<file path="src/bemf_cfg.svh">
// Constants for the recirculation and current-limit controller
// Assumes a 25 MHz system clock; included by bare name
`ifndef BEMF_CFG_SVH
`define BEMF_CFG_SVH

// ****************************************
// Register map
// ****************************************
`define ADDR_CTRL 4'h0
`define ADDR_STATUS 4'h1
`define CTRL_RESET 16'h0000
`define CTRL_RECIRC_LSB 0
`define CTRL_DGC_BIT 2
`define CTRL_MODE_LSB 3
`define CTRL_OFFT_LSB 5

// ****************************************
// Field codes
// ****************************************
`define RECIRC_MIXED 2'b00
`define RECIRC_HIGH 2'b01
`define RECIRC_LOW 2'b10
`define RECIRC_FAST 2'b11
`define MODE_DIRECT 2'b00
`define MODE_INDIRECT 2'b01
`define MODE_SPEED 2'b10
`define MODE_CURRENT 2'b11

// ****************************************
// Timing
// ****************************************
`define CLK_PERIOD_NS 40
`define OFF_BASE_NS 20000
`define OFF_STEP_NS 1600
`define TICK_NS 400
`define TICK_CYCLES (`TICK_NS / `CLK_PERIOD_NS)
`define OFF_BASE_TICKS (`OFF_BASE_NS / `TICK_NS)
`define OFF_STEP_TICKS (`OFF_STEP_NS / `TICK_NS)
`define ZC_FILTER_CYCLES 8

`endif

</file>
<file path="src/bemf_pkg.sv">
// Types shared by the recirculation controller and its tests
// Assumes nothing beyond a SystemVerilog compiler
package bemf_pkg;
   typedef enum logic [3:0] {
      PATH_DRIVE = 4'b0001,
      PATH_LOW = 4'b0010,
      PATH_HIGH = 4'b0100,
      PATH_FAST = 4'b1000
   } path_t;
   typedef enum logic [2:0] {
      ZC_WAIT = 3'b001,
      ZC_ARMED = 3'b010,
      ZC_DONE = 3'b100
   } zc_state_t;
   typedef struct packed {
      logic [2:0] hi;
      logic [2:0] lo;
   } gate_t;
   typedef struct packed {
      logic [1:0] hi;
      logic [1:0] lo;
      logic [1:0] und;
      logic rising;
   } step_map_t;
   typedef struct packed {
      logic [3:0] addr;
      logic [15:0] wdata;
      logic wr;
      logic rd;
   } bus_req_t;
endpackage

</file>
<file path="src/bemf_recirc_ctrl.sv">
// Bridge recirculation select, zero-crossing detect and current limit
// Assumes synchronous inputs and an outside commutation sequencer
`timescale 1ns/10ps
`default_nettype none
`include "bemf_cfg.svh"

module bemf_recirc_ctrl (
   input wire logic mclk,
   input wire logic rst,
   input wire bemf_pkg::bus_req_t bus,
   output logic [15:0] rd_data,
   input wire logic phase_a_sense,
   input wire logic phase_b_sense,
   input wire logic phase_c_sense,
   input wire logic [2:0] comm_step,
   input wire logic comm_start,
   input wire logic ext_pwm,
   input wire logic duty_on,
   input wire logic cur_over,
   output var bemf_pkg::gate_t gate,
   output logic zc_event
);
   import bemf_pkg::*;

   // ****************************************
   // Declarations
   // ****************************************
   logic [15:0] ctrl_reg;
   logic [1:0] recirc_select;
   logic degauss_comp_en;
   logic [1:0] ctrl_mode;
   logic [4:0] off_time_setting;
   step_map_t map;
   logic sel_cmp;
   logic target;
   logic zc_filt;
   logic zc_match;
   zc_state_t zc_state;
   logic bridge_req;
   logic limit_busy;
   logic off_start;
   logic drive;
   path_t rc_path;
   path_t path_next;
   path_t path_reg;
   logic [2:0] hi_next;
   logic [2:0] lo_next;
   logic [15:0] status;
   logic [11:0] exp_len;
   logic [11:0] busy_cnt;

   // ****************************************
   // Register port
   // ****************************************

   // Control register write
   always_ff @(posedge mclk or posedge rst) begin
      if (rst) begin
         ctrl_reg <= `CTRL_RESET;
      end else if (bus.wr && bus.addr == `ADDR_CTRL) begin
         ctrl_reg <= {6'h00, bus.wdata[9:0]};
      end
   end

   // Control fields
   assign recirc_select = ctrl_reg[`CTRL_RECIRC_LSB +: 2];
   assign degauss_comp_en = ctrl_reg[`CTRL_DGC_BIT];
   assign ctrl_mode = ctrl_reg[`CTRL_MODE_LSB +: 2];
   assign off_time_setting = ctrl_reg[`CTRL_OFFT_LSB +: 5];

   // Live state for software
   assign status = {4'h0, comm_step, limit_busy, zc_filt, zc_state, path_reg};

   // Read data in the cycle after the strobe only
   always_ff @(posedge mclk or posedge rst) begin
      if (rst) begin
         rd_data <= 16'h0000;
      end else if (bus.rd && bus.addr == `ADDR_CTRL) begin
         rd_data <= ctrl_reg;
      end else if (bus.rd && bus.addr == `ADDR_STATUS) begin
         rd_data <= status;
      end else begin
         rd_data <= 16'h0000;
      end
   end

   // ****************************************
   // Commutation step decode
   // ****************************************

   // Source, sink and floating phase per step
   function automatic step_map_t step_decode(input logic [2:0] step);
      step_map_t m;
      m = '{hi: 2'h3, lo: 2'h3, und: 2'h3, rising: 1'b0};
      case (step)
         3'h0: m = '{hi: 2'h0, lo: 2'h1, und: 2'h2, rising: 1'b1};
         3'h1: m = '{hi: 2'h0, lo: 2'h2, und: 2'h1, rising: 1'b0};
         3'h2: m = '{hi: 2'h1, lo: 2'h2, und: 2'h0, rising: 1'b1};
         3'h3: m = '{hi: 2'h1, lo: 2'h0, und: 2'h2, rising: 1'b0};
         3'h4: m = '{hi: 2'h2, lo: 2'h0, und: 2'h1, rising: 1'b1};
         3'h5: m = '{hi: 2'h2, lo: 2'h1, und: 2'h0, rising: 1'b0};
         default: m = '{hi: 2'h3, lo: 2'h3, und: 2'h3, rising: 1'b0};
      endcase
      return m;
   endfunction

   assign map = step_decode(comm_step);
   assign target = map.rising;

   // Comparator of the floating phase against the centre tap
   always_comb begin
      case (map.und)
         2'h0: sel_cmp = phase_a_sense;
         2'h1: sel_cmp = phase_b_sense;
         2'h2: sel_cmp = phase_c_sense;
         default: sel_cmp = 1'b0;
      endcase
   end

   // ****************************************
   // Zero-crossing detection
   // ****************************************

   // Filter seeded at commutation: past-crossing level under degauss
   zc_filter #(
      .DEPTH(`ZC_FILTER_CYCLES)
   ) u_filter (
      .mclk(mclk),
      .rst(rst),
      .raw(sel_cmp),
      .seed_load(comm_start),
      .seed_val(degauss_comp_en ? target : !target),
      .filt(zc_filt)
   );

   // Crossing seen on the filtered level only
   assign zc_match = (zc_state == ZC_ARMED) && !comm_start && (zc_filt == target);

   // Crossing state per commutation period
   always_ff @(posedge mclk or posedge rst) begin
      if (rst) begin
         zc_state <= ZC_DONE;
      end else if (comm_start) begin
         zc_state <= degauss_comp_en ? ZC_WAIT : ZC_ARMED;
      end else begin
         case (zc_state)
            ZC_WAIT: begin
               if (zc_filt == !target) begin
                  zc_state <= ZC_ARMED;
               end
            end
            ZC_ARMED: begin
               if (zc_match) begin
                  zc_state <= ZC_DONE;
               end
            end
            ZC_DONE: begin
               zc_state <= ZC_DONE;
            end
            default: begin
               zc_state <= ZC_DONE;
            end
         endcase
      end
   end

   // Crossing pulse to the sequencer
   always_ff @(posedge mclk or posedge rst) begin
      if (rst) begin
         zc_event <= 1'b0;
      end else begin
         zc_event <= zc_match;
      end
   end

   // ****************************************
   // Bridge PWM and current limit
   // ****************************************

   // On request by control mode
   always_comb begin
      case (ctrl_mode)
         `MODE_DIRECT: bridge_req = ext_pwm;
         `MODE_INDIRECT: bridge_req = duty_on;
         `MODE_SPEED: bridge_req = duty_on;
         default: bridge_req = 1'b1;
      endcase
   end

   // Over-current trips one off time in every mode
   assign off_start = cur_over && bridge_req && !limit_busy;
   assign drive = bridge_req && !limit_busy && !cur_over;

   // Off time equals programmed period in every mode
   offtime_timer #(
      .TICK_CYCLES(`TICK_CYCLES)
   ) u_offtime (
      .mclk(mclk),
      .rst(rst),
      .start(off_start),
      .setting(off_time_setting),
      .busy(limit_busy)
   );

   // ****************************************
   // Recirculation path
   // ****************************************

   // Path for the off interval
   always_comb begin
      case (recirc_select)
         `RECIRC_LOW: rc_path = PATH_LOW;
         `RECIRC_HIGH: rc_path = PATH_HIGH;
         `RECIRC_FAST: rc_path = PATH_FAST;
         default: begin
            if (target ^ (zc_state == ZC_DONE)) begin
               rc_path = PATH_HIGH;
            end else begin
               rc_path = PATH_LOW;
            end
         end
      endcase
   end

   assign path_next = drive ? PATH_DRIVE : rc_path;

   // Current path register
   always_ff @(posedge mclk or posedge rst) begin
      if (rst) begin
         path_reg <= PATH_FAST;
      end else begin
         path_reg <= path_next;
      end
   end

   // Gate pattern per phase
   for (genvar p = 0; p < 3; p++) begin : g_phase
      assign hi_next[p] = (path_next == PATH_DRIVE && map.hi == 2'(p))
         || (path_next == PATH_HIGH && (map.hi == 2'(p) || map.lo == 2'(p)));
      assign lo_next[p] = (path_next == PATH_DRIVE && map.lo == 2'(p))
         || (path_next == PATH_LOW && (map.hi == 2'(p) || map.lo == 2'(p)));
   end

   // Gate outputs, all off in reset
   always_ff @(posedge mclk or posedge rst) begin
      if (rst) begin
         gate <= '0;
      end else begin
         gate.hi <= hi_next;
         gate.lo <= lo_next;
      end
   end

   // ****************************************
   // Checks
   // ****************************************

   // Expected and measured off-time length
   always_ff @(posedge mclk or posedge rst) begin
      if (rst) begin
         exp_len <= 12'h000;
         busy_cnt <= 12'h000;
      end else if (off_start) begin
         exp_len <= (12'(`OFF_BASE_TICKS) + 12'(`OFF_STEP_TICKS)
            * {7'h00, off_time_setting}) * 12'(`TICK_CYCLES);
         busy_cnt <= 12'h000;
      end else if (limit_busy) begin
         busy_cnt <= busy_cnt + 12'h001;
      end
   end

   a_low_path: assert property (@(posedge mclk) disable iff (rst)
      (recirc_select == `RECIRC_LOW && !drive)
      |=> (path_reg == PATH_LOW) && (gate.hi == 3'h0))
      else $error("low-side recirculation not selected");

   a_high_path: assert property (@(posedge mclk) disable iff (rst)
      (recirc_select == `RECIRC_HIGH && !drive)
      |=> (path_reg == PATH_HIGH) && (gate.lo == 3'h0))
      else $error("high-side recirculation not selected");

   a_fast_off: assert property (@(posedge mclk) disable iff (rst)
      (path_reg == PATH_FAST) |-> (gate.hi == 3'h0) && (gate.lo == 3'h0))
      else $error("switch on during fast decay");

   a_mixed_fall: assert property (@(posedge mclk) disable iff (rst)
      (recirc_select == `RECIRC_MIXED && !drive && map.und != 2'h3
      && !map.rising && zc_state != ZC_DONE) |=> (path_reg == PATH_LOW))
      else $error("mixed mode falling phase not low-side");

   a_mixed_rise: assert property (@(posedge mclk) disable iff (rst)
      (recirc_select == `RECIRC_MIXED && !drive && map.rising
      && zc_state == ZC_DONE) |=> (path_reg == PATH_LOW))
      else $error("mixed mode rising phase not low-side after crossing");

   a_mixed_rise_pre: assert property (@(posedge mclk) disable iff (rst)
      (recirc_select == `RECIRC_MIXED && !drive && map.rising
      && zc_state != ZC_DONE) |=> (path_reg == PATH_HIGH))
      else $error("mixed mode rising phase not high-side before crossing");

   a_mixed_fall_post: assert property (@(posedge mclk) disable iff (rst)
      (recirc_select == `RECIRC_MIXED && !drive && map.und != 2'h3
      && !map.rising && zc_state == ZC_DONE) |=> (path_reg == PATH_HIGH))
      else $error("mixed mode falling phase not high-side after crossing");

   a_zc_filtered: assert property (@(posedge mclk) disable iff (rst)
      $rose(zc_event) |-> $past(zc_state) == ZC_ARMED
      && $past(zc_filt) == $past(target))
      else $error("crossing reported without filtered polarity");

   a_degauss_hold: assert property (@(posedge mclk) disable iff (rst)
      (zc_state == ZC_WAIT) |=> !zc_event)
      else $error("crossing reported while phase clamped");

   a_off_length: assert property (@(posedge mclk) disable iff (rst)
      $fell(limit_busy) |-> (busy_cnt == exp_len))
      else $error("off time length wrong");

   a_limit_recirc: assert property (@(posedge mclk) disable iff (rst)
      off_start |=> limit_busy && (path_reg != PATH_DRIVE))
      else $error("bridge still driving after over-current");

   a_reset_mixed: assert property (@(posedge mclk)
      rst |=> (recirc_select == `RECIRC_MIXED))
      else $error("recirculation select not mixed after reset");
endmodule
`default_nettype wire

</file>
<file path="src/zc_filter.sv">
// Stability filter for the zero-crossing comparator
// Assumes raw is synchronous to mclk
`timescale 1ns/10ps
`default_nettype none
`include "bemf_cfg.svh"
module zc_filter #(
   parameter int DEPTH = `ZC_FILTER_CYCLES
) (
   input wire logic mclk,
   input wire logic rst,
   input wire logic raw,
   input wire logic seed_load,
   input wire logic seed_val,
   output logic filt
);
   logic [7:0] run_cnt;

   // Flip only after DEPTH cycles of disagreement
   always_ff @(posedge mclk or posedge rst) begin
      if (rst) begin
         filt <= 1'b0;
         run_cnt <= 8'h00;
      end else if (seed_load) begin
         filt <= seed_val;
         run_cnt <= 8'h00;
      end else if (raw == filt) begin
         run_cnt <= 8'h00;
      end else if (run_cnt == 8'(DEPTH - 1)) begin
         filt <= raw;
         run_cnt <= 8'h00;
      end else begin
         run_cnt <= run_cnt + 8'h01;
      end
   end
endmodule
`default_nettype wire

</file>
<file path="src/offtime_timer.sv">
// Fixed off-time timer, counted in divided clock ticks
// Assumes start is a one-cycle pulse
`timescale 1ns/10ps
`default_nettype none
`include "bemf_cfg.svh"
module offtime_timer #(
   parameter int TICK_CYCLES = `TICK_CYCLES
) (
   input wire logic mclk,
   input wire logic rst,
   input wire logic start,
   input wire logic [4:0] setting,
   output logic busy
);
   logic [3:0] tick_cnt;
   logic [7:0] ticks_left;
   logic [7:0] load;

   // Base ticks plus step ticks per setting unit
   assign load = 8'(`OFF_BASE_TICKS) + 8'(`OFF_STEP_TICKS) * {3'b000, setting};
   assign busy = (ticks_left != 8'h00);

   // Tick divider and remaining tick count
   always_ff @(posedge mclk or posedge rst) begin
      if (rst) begin
         tick_cnt <= 4'h0;
         ticks_left <= 8'h00;
      end else if (start) begin
         tick_cnt <= 4'h0;
         ticks_left <= load;
      end else if (busy) begin
         if (tick_cnt == 4'(TICK_CYCLES - 1)) begin
            tick_cnt <= 4'h0;
            ticks_left <= ticks_left - 8'h01;
         end else begin
            tick_cnt <= tick_cnt + 4'h1;
         end
      end
   end
endmodule
`default_nettype wire

</file>
<file path="config.mk">
export PLATFORM = sky130hd
export DESIGN_NAME = bemf_recirc_ctrl
export DESIGN_NICKNAME = d
export VERILOG_FILES = /design/src/bemf_pkg.sv /design/src/bemf_recirc_ctrl.sv /design/src/zc_filter.sv /design/src/offtime_timer.sv
export VERILOG_INCLUDE_DIRS = /design/src
export SDC_FILE = /design/constraint.sdc
export NUM_CORES = 1
export LEC_CHECK = 0
export ABC_CLOCK_PERIOD_IN_PS = 3510
export BUFFER_PORTS_ARGS = -buffer_cell sky130_fd_sc_hd__buf_2
export CORE_MARGIN = 2
export CORE_UTILIZATION = 59
export DETAILED_ROUTE_END_ITERATION = 10
export PLACE_DENSITY_LB_ADDON = 0.15
export SYNTH_ARGS = -nofsm -noshare
export SYNTH_HDL_FRONTEND = slang
export SYNTH_HIERARCHICAL = 1
export SYNTH_SLANG_ARGS = --single-unit
</file>
<file path="constraint.sdc">
create_clock -name mclk -period 3.51 [get_ports mclk]
set_input_delay 0.702 -clock mclk [delete_from_list [all_inputs] [get_ports mclk]]
set_output_delay 0.702 -clock mclk [all_outputs]
set_load 0.1 [all_outputs]
</file>
==> impl_summary.md <==
Clock network
The total of cells resized after clock tree synthesis is 0. The clock-pin transition on the worst setup and hold timing paths is 0.06 ns. The clock tree synthesis step divided the H-tree into 3 levels. Clock latency on the worst-skew pair, taken at its later pin, is between 0.3 and 0.4 ns. The number of buffers added for setup after CTS is 0. TritonCTS built the clock tree. Clock tree synthesis found a total of 57 sinks.

In this run, post-CTS hold repair placed 0 buffers. The CTS root buffer is sky130_fd_sc_hd__clkbuf_8. The CTS buffer count is 9. The longest clock path from root to sink contains 2 buffers.

Worst setup path
The signal on the critical path passes through inv_1 > ha_1 > nor3b_1 > nand2_1 > or3_1 > inv_4 > or4_4 > nor2_1 > or3_1. On the critical path, the stage with the largest delay is an instance of sky130_fd_sc_hd__or3_1. The most numerous cell type found on the critical path is sky130_fd_sc_hd__or3_1. The endpoint class of the critical path is a flop.

The delay of the slowest critical-path stage is 0.55 ns. By startpoint and endpoint, the worst setup path is classified as flop to flop. Counting both buffers and inverters, the worst setup path holds a total of 2. Data arrives at the worst endpoint at ~2.6 ns. In this run the worst path has a maximum fanout of 7. The nature of the critical path startpoint is a flop. The worst path required time is between 3 and 4 ns. The kind of cell with the highest combined delay along the critical path is simple AND/OR/NAND/NOR gates.

Floorplanning
The I/O pin count is 57. The core region area is 0.00469 mm2. The die is 73.6 um wide. The initial utilization of the core area, before any placement, comes to ~61%. The standard-cell row count is 25. The floorplan step defined a die boundary enclosing 0.00542 mm2. From bottom edge to top edge, the die measures 73.6 um.

Outcome
The run finished with clean final reports.

Synthesis
The part of the Yosys area used for sequential elements is 50.0%. The portion of synthesized area spent on multiplexers is around 6.8%. After Yosys synthesis, full adders, half adders and majority gates account for 2.63% of the synthesized area. The simple-gate area share of the yosys netlist is 18.1%.

The number of synthesis warnings is 6. The number of distinct library cells after synthesis is 58. The fraction of the mapped netlist area in compound gates is 14.4%.

The number of enable-type register cells in the synthesized netlist is 0. Of all cell types, the one taking the most synthesized area is sky130_fd_sc_hd__dfrtp_1. By area the synthesized netlist is led by sky130_fd_sc_hd__dfrtp_1 48%, sky130_fd_sc_hd__mux2_2 3.9%, sky130_fd_sc_hd__a22o_1 3.1%. After synthesis, the largest family of logic cells by area is simple AND/OR/NAND/NOR gates. The most frequently used flop master after synthesis is sky130_fd_sc_hd__dfrtp_1. The proportion of register bits with asynchronous set or reset after synthesis is 100%. The share of synthesized area in the top cell type comes to about half. Counting instances in the post-synthesis netlist gives the leading cell types as 55 x sky130_fd_sc_hd__dfrtp_1, 21 x sky130_fd_sc_hd__nor2_1, 12 x sky130_fd_sc_hd__inv_1, 12 x sky130_fd_sc_hd__nand2_1, 11 x sky130_fd_sc_hd__a21oi_1. The cell area that synthesis handed to floorplanning was about 0.0029 mm2. The count of mapped cells out of synthesis is 265.

The synthesized netlist devotes 3.68% of its cell area to XOR and XNOR gates. The synthesized flop and latch total is 57. The most instantiated library cell after synthesis is sky130_fd_sc_hd__dfrtp_1. A synthesized cell averages 10.8 um2.

STA
The worst-case clock skew is just over 0.005 ns. The final critical delay including setup and external delays is 2.42 ns. The final cycle utilization of the critical path is roughly 69%. The number of hold violations in the final report is 0.

Setup repair after global routing left no endpoint under its margin. The setup violation total in the final timing report is 0. The achievable clock frequency is 412 MHz.

The headroom to the max-slew limit is 54.8%. Hold timing on the final database bottoms out at a slack of 0.360 ns. The sum of negative setup slack is 0 ns. The total count of max-transition violations in the final report is 0. At the pin with the least slew margin, the transition time is about 0.68 ns. The final setup slack of the worst path is roughly 1.1 ns.

Final layout
The register with the most flip-flops in the layout has 12 of them. From synthesis to final layout, the design area changed by 16.9%. The finished layout holds 376 standard cells, fillers aside. After the last flow step, the layout net total stands at around 360. The fraction of layout cells with a size suffix above 1 is 28.0%.

The total inserted antenna cells is 0.

Run
Across the run, the number of max-cap violations was 0.

Power and ir drop
The design draws 1.74 mW. For this design the ratio of total power to cell area is 522 mW/mm2. The largest vdd supply drop is about 330 uV. For this design the static power due to leakage is 1.55 nW.

Global routing
The number of antenna violations at the first check in global routing was 0. After global routing the overflow that remains totals 0. The first global-routing pass estimated 8.59 mm of wire. Entering global routing, the biggest net connects 25 pins. The global router's overall resource usage is about 21%. The number of global-route vias before repair is 1,826.

Drt
The number of nets with antenna violations after routing is 0. Dividing the detail-routed wire length by the instance count gives 14.3 um. The count of unresolved DRC violations after routing is 0. The final layout contains routed wiring with a total length of around 5.4 mm.

The routed via count is 2,099. After the first detailed-routing iteration, the DRC count stood at 119. The count of TritonRoute iterations in the first routing pass is 4.

The detail-routed via count per cell is between 5 and 6.

Placement
The congestion estimate from routability-driven global placement came to 0.815. During placement, the flow inserted port buffers numbering 46. Once detailed placement completed, the half-perimeter wirelength came to 3.95 mm.

Including well taps, the total number of placed cells is between 300 and 400. The setup slack at placement is around 1.1 ns.

Hold path
The path type of the worst min-delay path is input port to asynchronous set/reset pin.
[cell families after synthesis]
kind of cell	Yosys count
and+or+nand+nor	90
DFF	57
AOI/OAI and AO/OA	56
buffers and inverters	25
muxes	18
xor gates and xnor gates	12
adders and majority gates	6
other	1
[where the power goes]
group | leakage, nW | internal [mW] | total, mW | switching [mW]
logic | 0.724 | 0.106 | 0.345 | 0.238
registers | 0.721 | 0.721 | 0.775 | 0.0542
clock network | 0.107 | 0.385 | 0.623 | 0.237
[final timing paths]
path	slack, ns	to	depth (start not counted)	start
max	1.09	gate[5]	9	u_offtime/ticks_left[0]
min	0.36	u_filter/run_cnt[2]	2	rst
max reg2reg	1.09	gate[5]	9	u_offtime/ticks_left[0]
min reg2reg	0.48	rd_data[1]	1	path_reg[1]
max in group asynchronous	2.35	path_reg[3]	3	rst
min in group mclk	0.48	rd_data[1]	1	path_reg[1]
[worst register-to-register path, stage by stage (launching register included)]
cell	delay, ns
sky130_fd_sc_hd__dfrtp_1	0.37
sky130_fd_sc_hd__inv_1	0.11
sky130_fd_sc_hd__ha_1	0.20
sky130_fd_sc_hd__nor3b_1	0.26
sky130_fd_sc_hd__nand2_1	0.15
sky130_fd_sc_hd__or3_1	0.55
sky130_fd_sc_hd__inv_4	0.15
sky130_fd_sc_hd__or4_4	0.15
sky130_fd_sc_hd__nor2_1	0.04
sky130_fd_sc_hd__or3_1	0.31
[cell usage in the layout, fill, tap and decap left out, types with 5 or more instances in the layout]
cell	instances
sky130_fd_sc_hd__a21oi_1	11
sky130_fd_sc_hd__a22o_1	10
sky130_fd_sc_hd__mux2_2	10
sky130_fd_sc_hd__buf_2	46
sky130_fd_sc_hd__xnor2_1	5
sky130_fd_sc_hd__dfrtp_1	55
sky130_fd_sc_hd__mux2i_1	7
sky130_fd_sc_hd__clkbuf_8	12
sky130_fd_sc_hd__nand3_1	5
sky130_fd_sc_hd__nand2_1	12
sky130_fd_sc_hd__o21ai_0	7
sky130_fd_sc_hd__nand2b_1	7
sky130_fd_sc_hd__inv_1	12
sky130_fd_sc_hd__ha_1	6
sky130_fd_sc_hd__nor2b_1	7
sky130_fd_sc_hd__or3_1	6
sky130_fd_sc_hd__nor3_1	7
sky130_fd_sc_hd__nor2_1	21
sky130_fd_sc_hd__xor2_1	7
[metal layers]
| metal | vias up | routed length (um) | GRT usage [%] |
|---|---|---|---|
| li1 | 1051 | - | - |
| met1 | 986 | 2690 | 31.7 |
| met2 | 56 | 2350 | 29.4 |
| met3 | 6 | 265 | 4.66 |
| met4 | 0 | 72 | 11.5 |
| met5 | - | 0 | 0 |
[final cells by class]
class	count	area, um2
inverters	13	51.3
well taps	54	67.6
multi-input cells	186	1320
clock inverters	2	35.0
clock buffers	14	173
repair buffers	50	260
flip-flops and latches	57	1430
fillers	349	1350
[stage by stage]
step / area [um2] / util (%)
4_1_cts: 3340 / 71.2
6_report: 3340 / 71.2
2_1_floorplan: 2870 / -
5_1_grt: 3340 / 71.2
3_5_place_dp: 3130 / 66.7
3_3_place_gp: 3130 / 66.7
(Power assumes the default switching activity.)
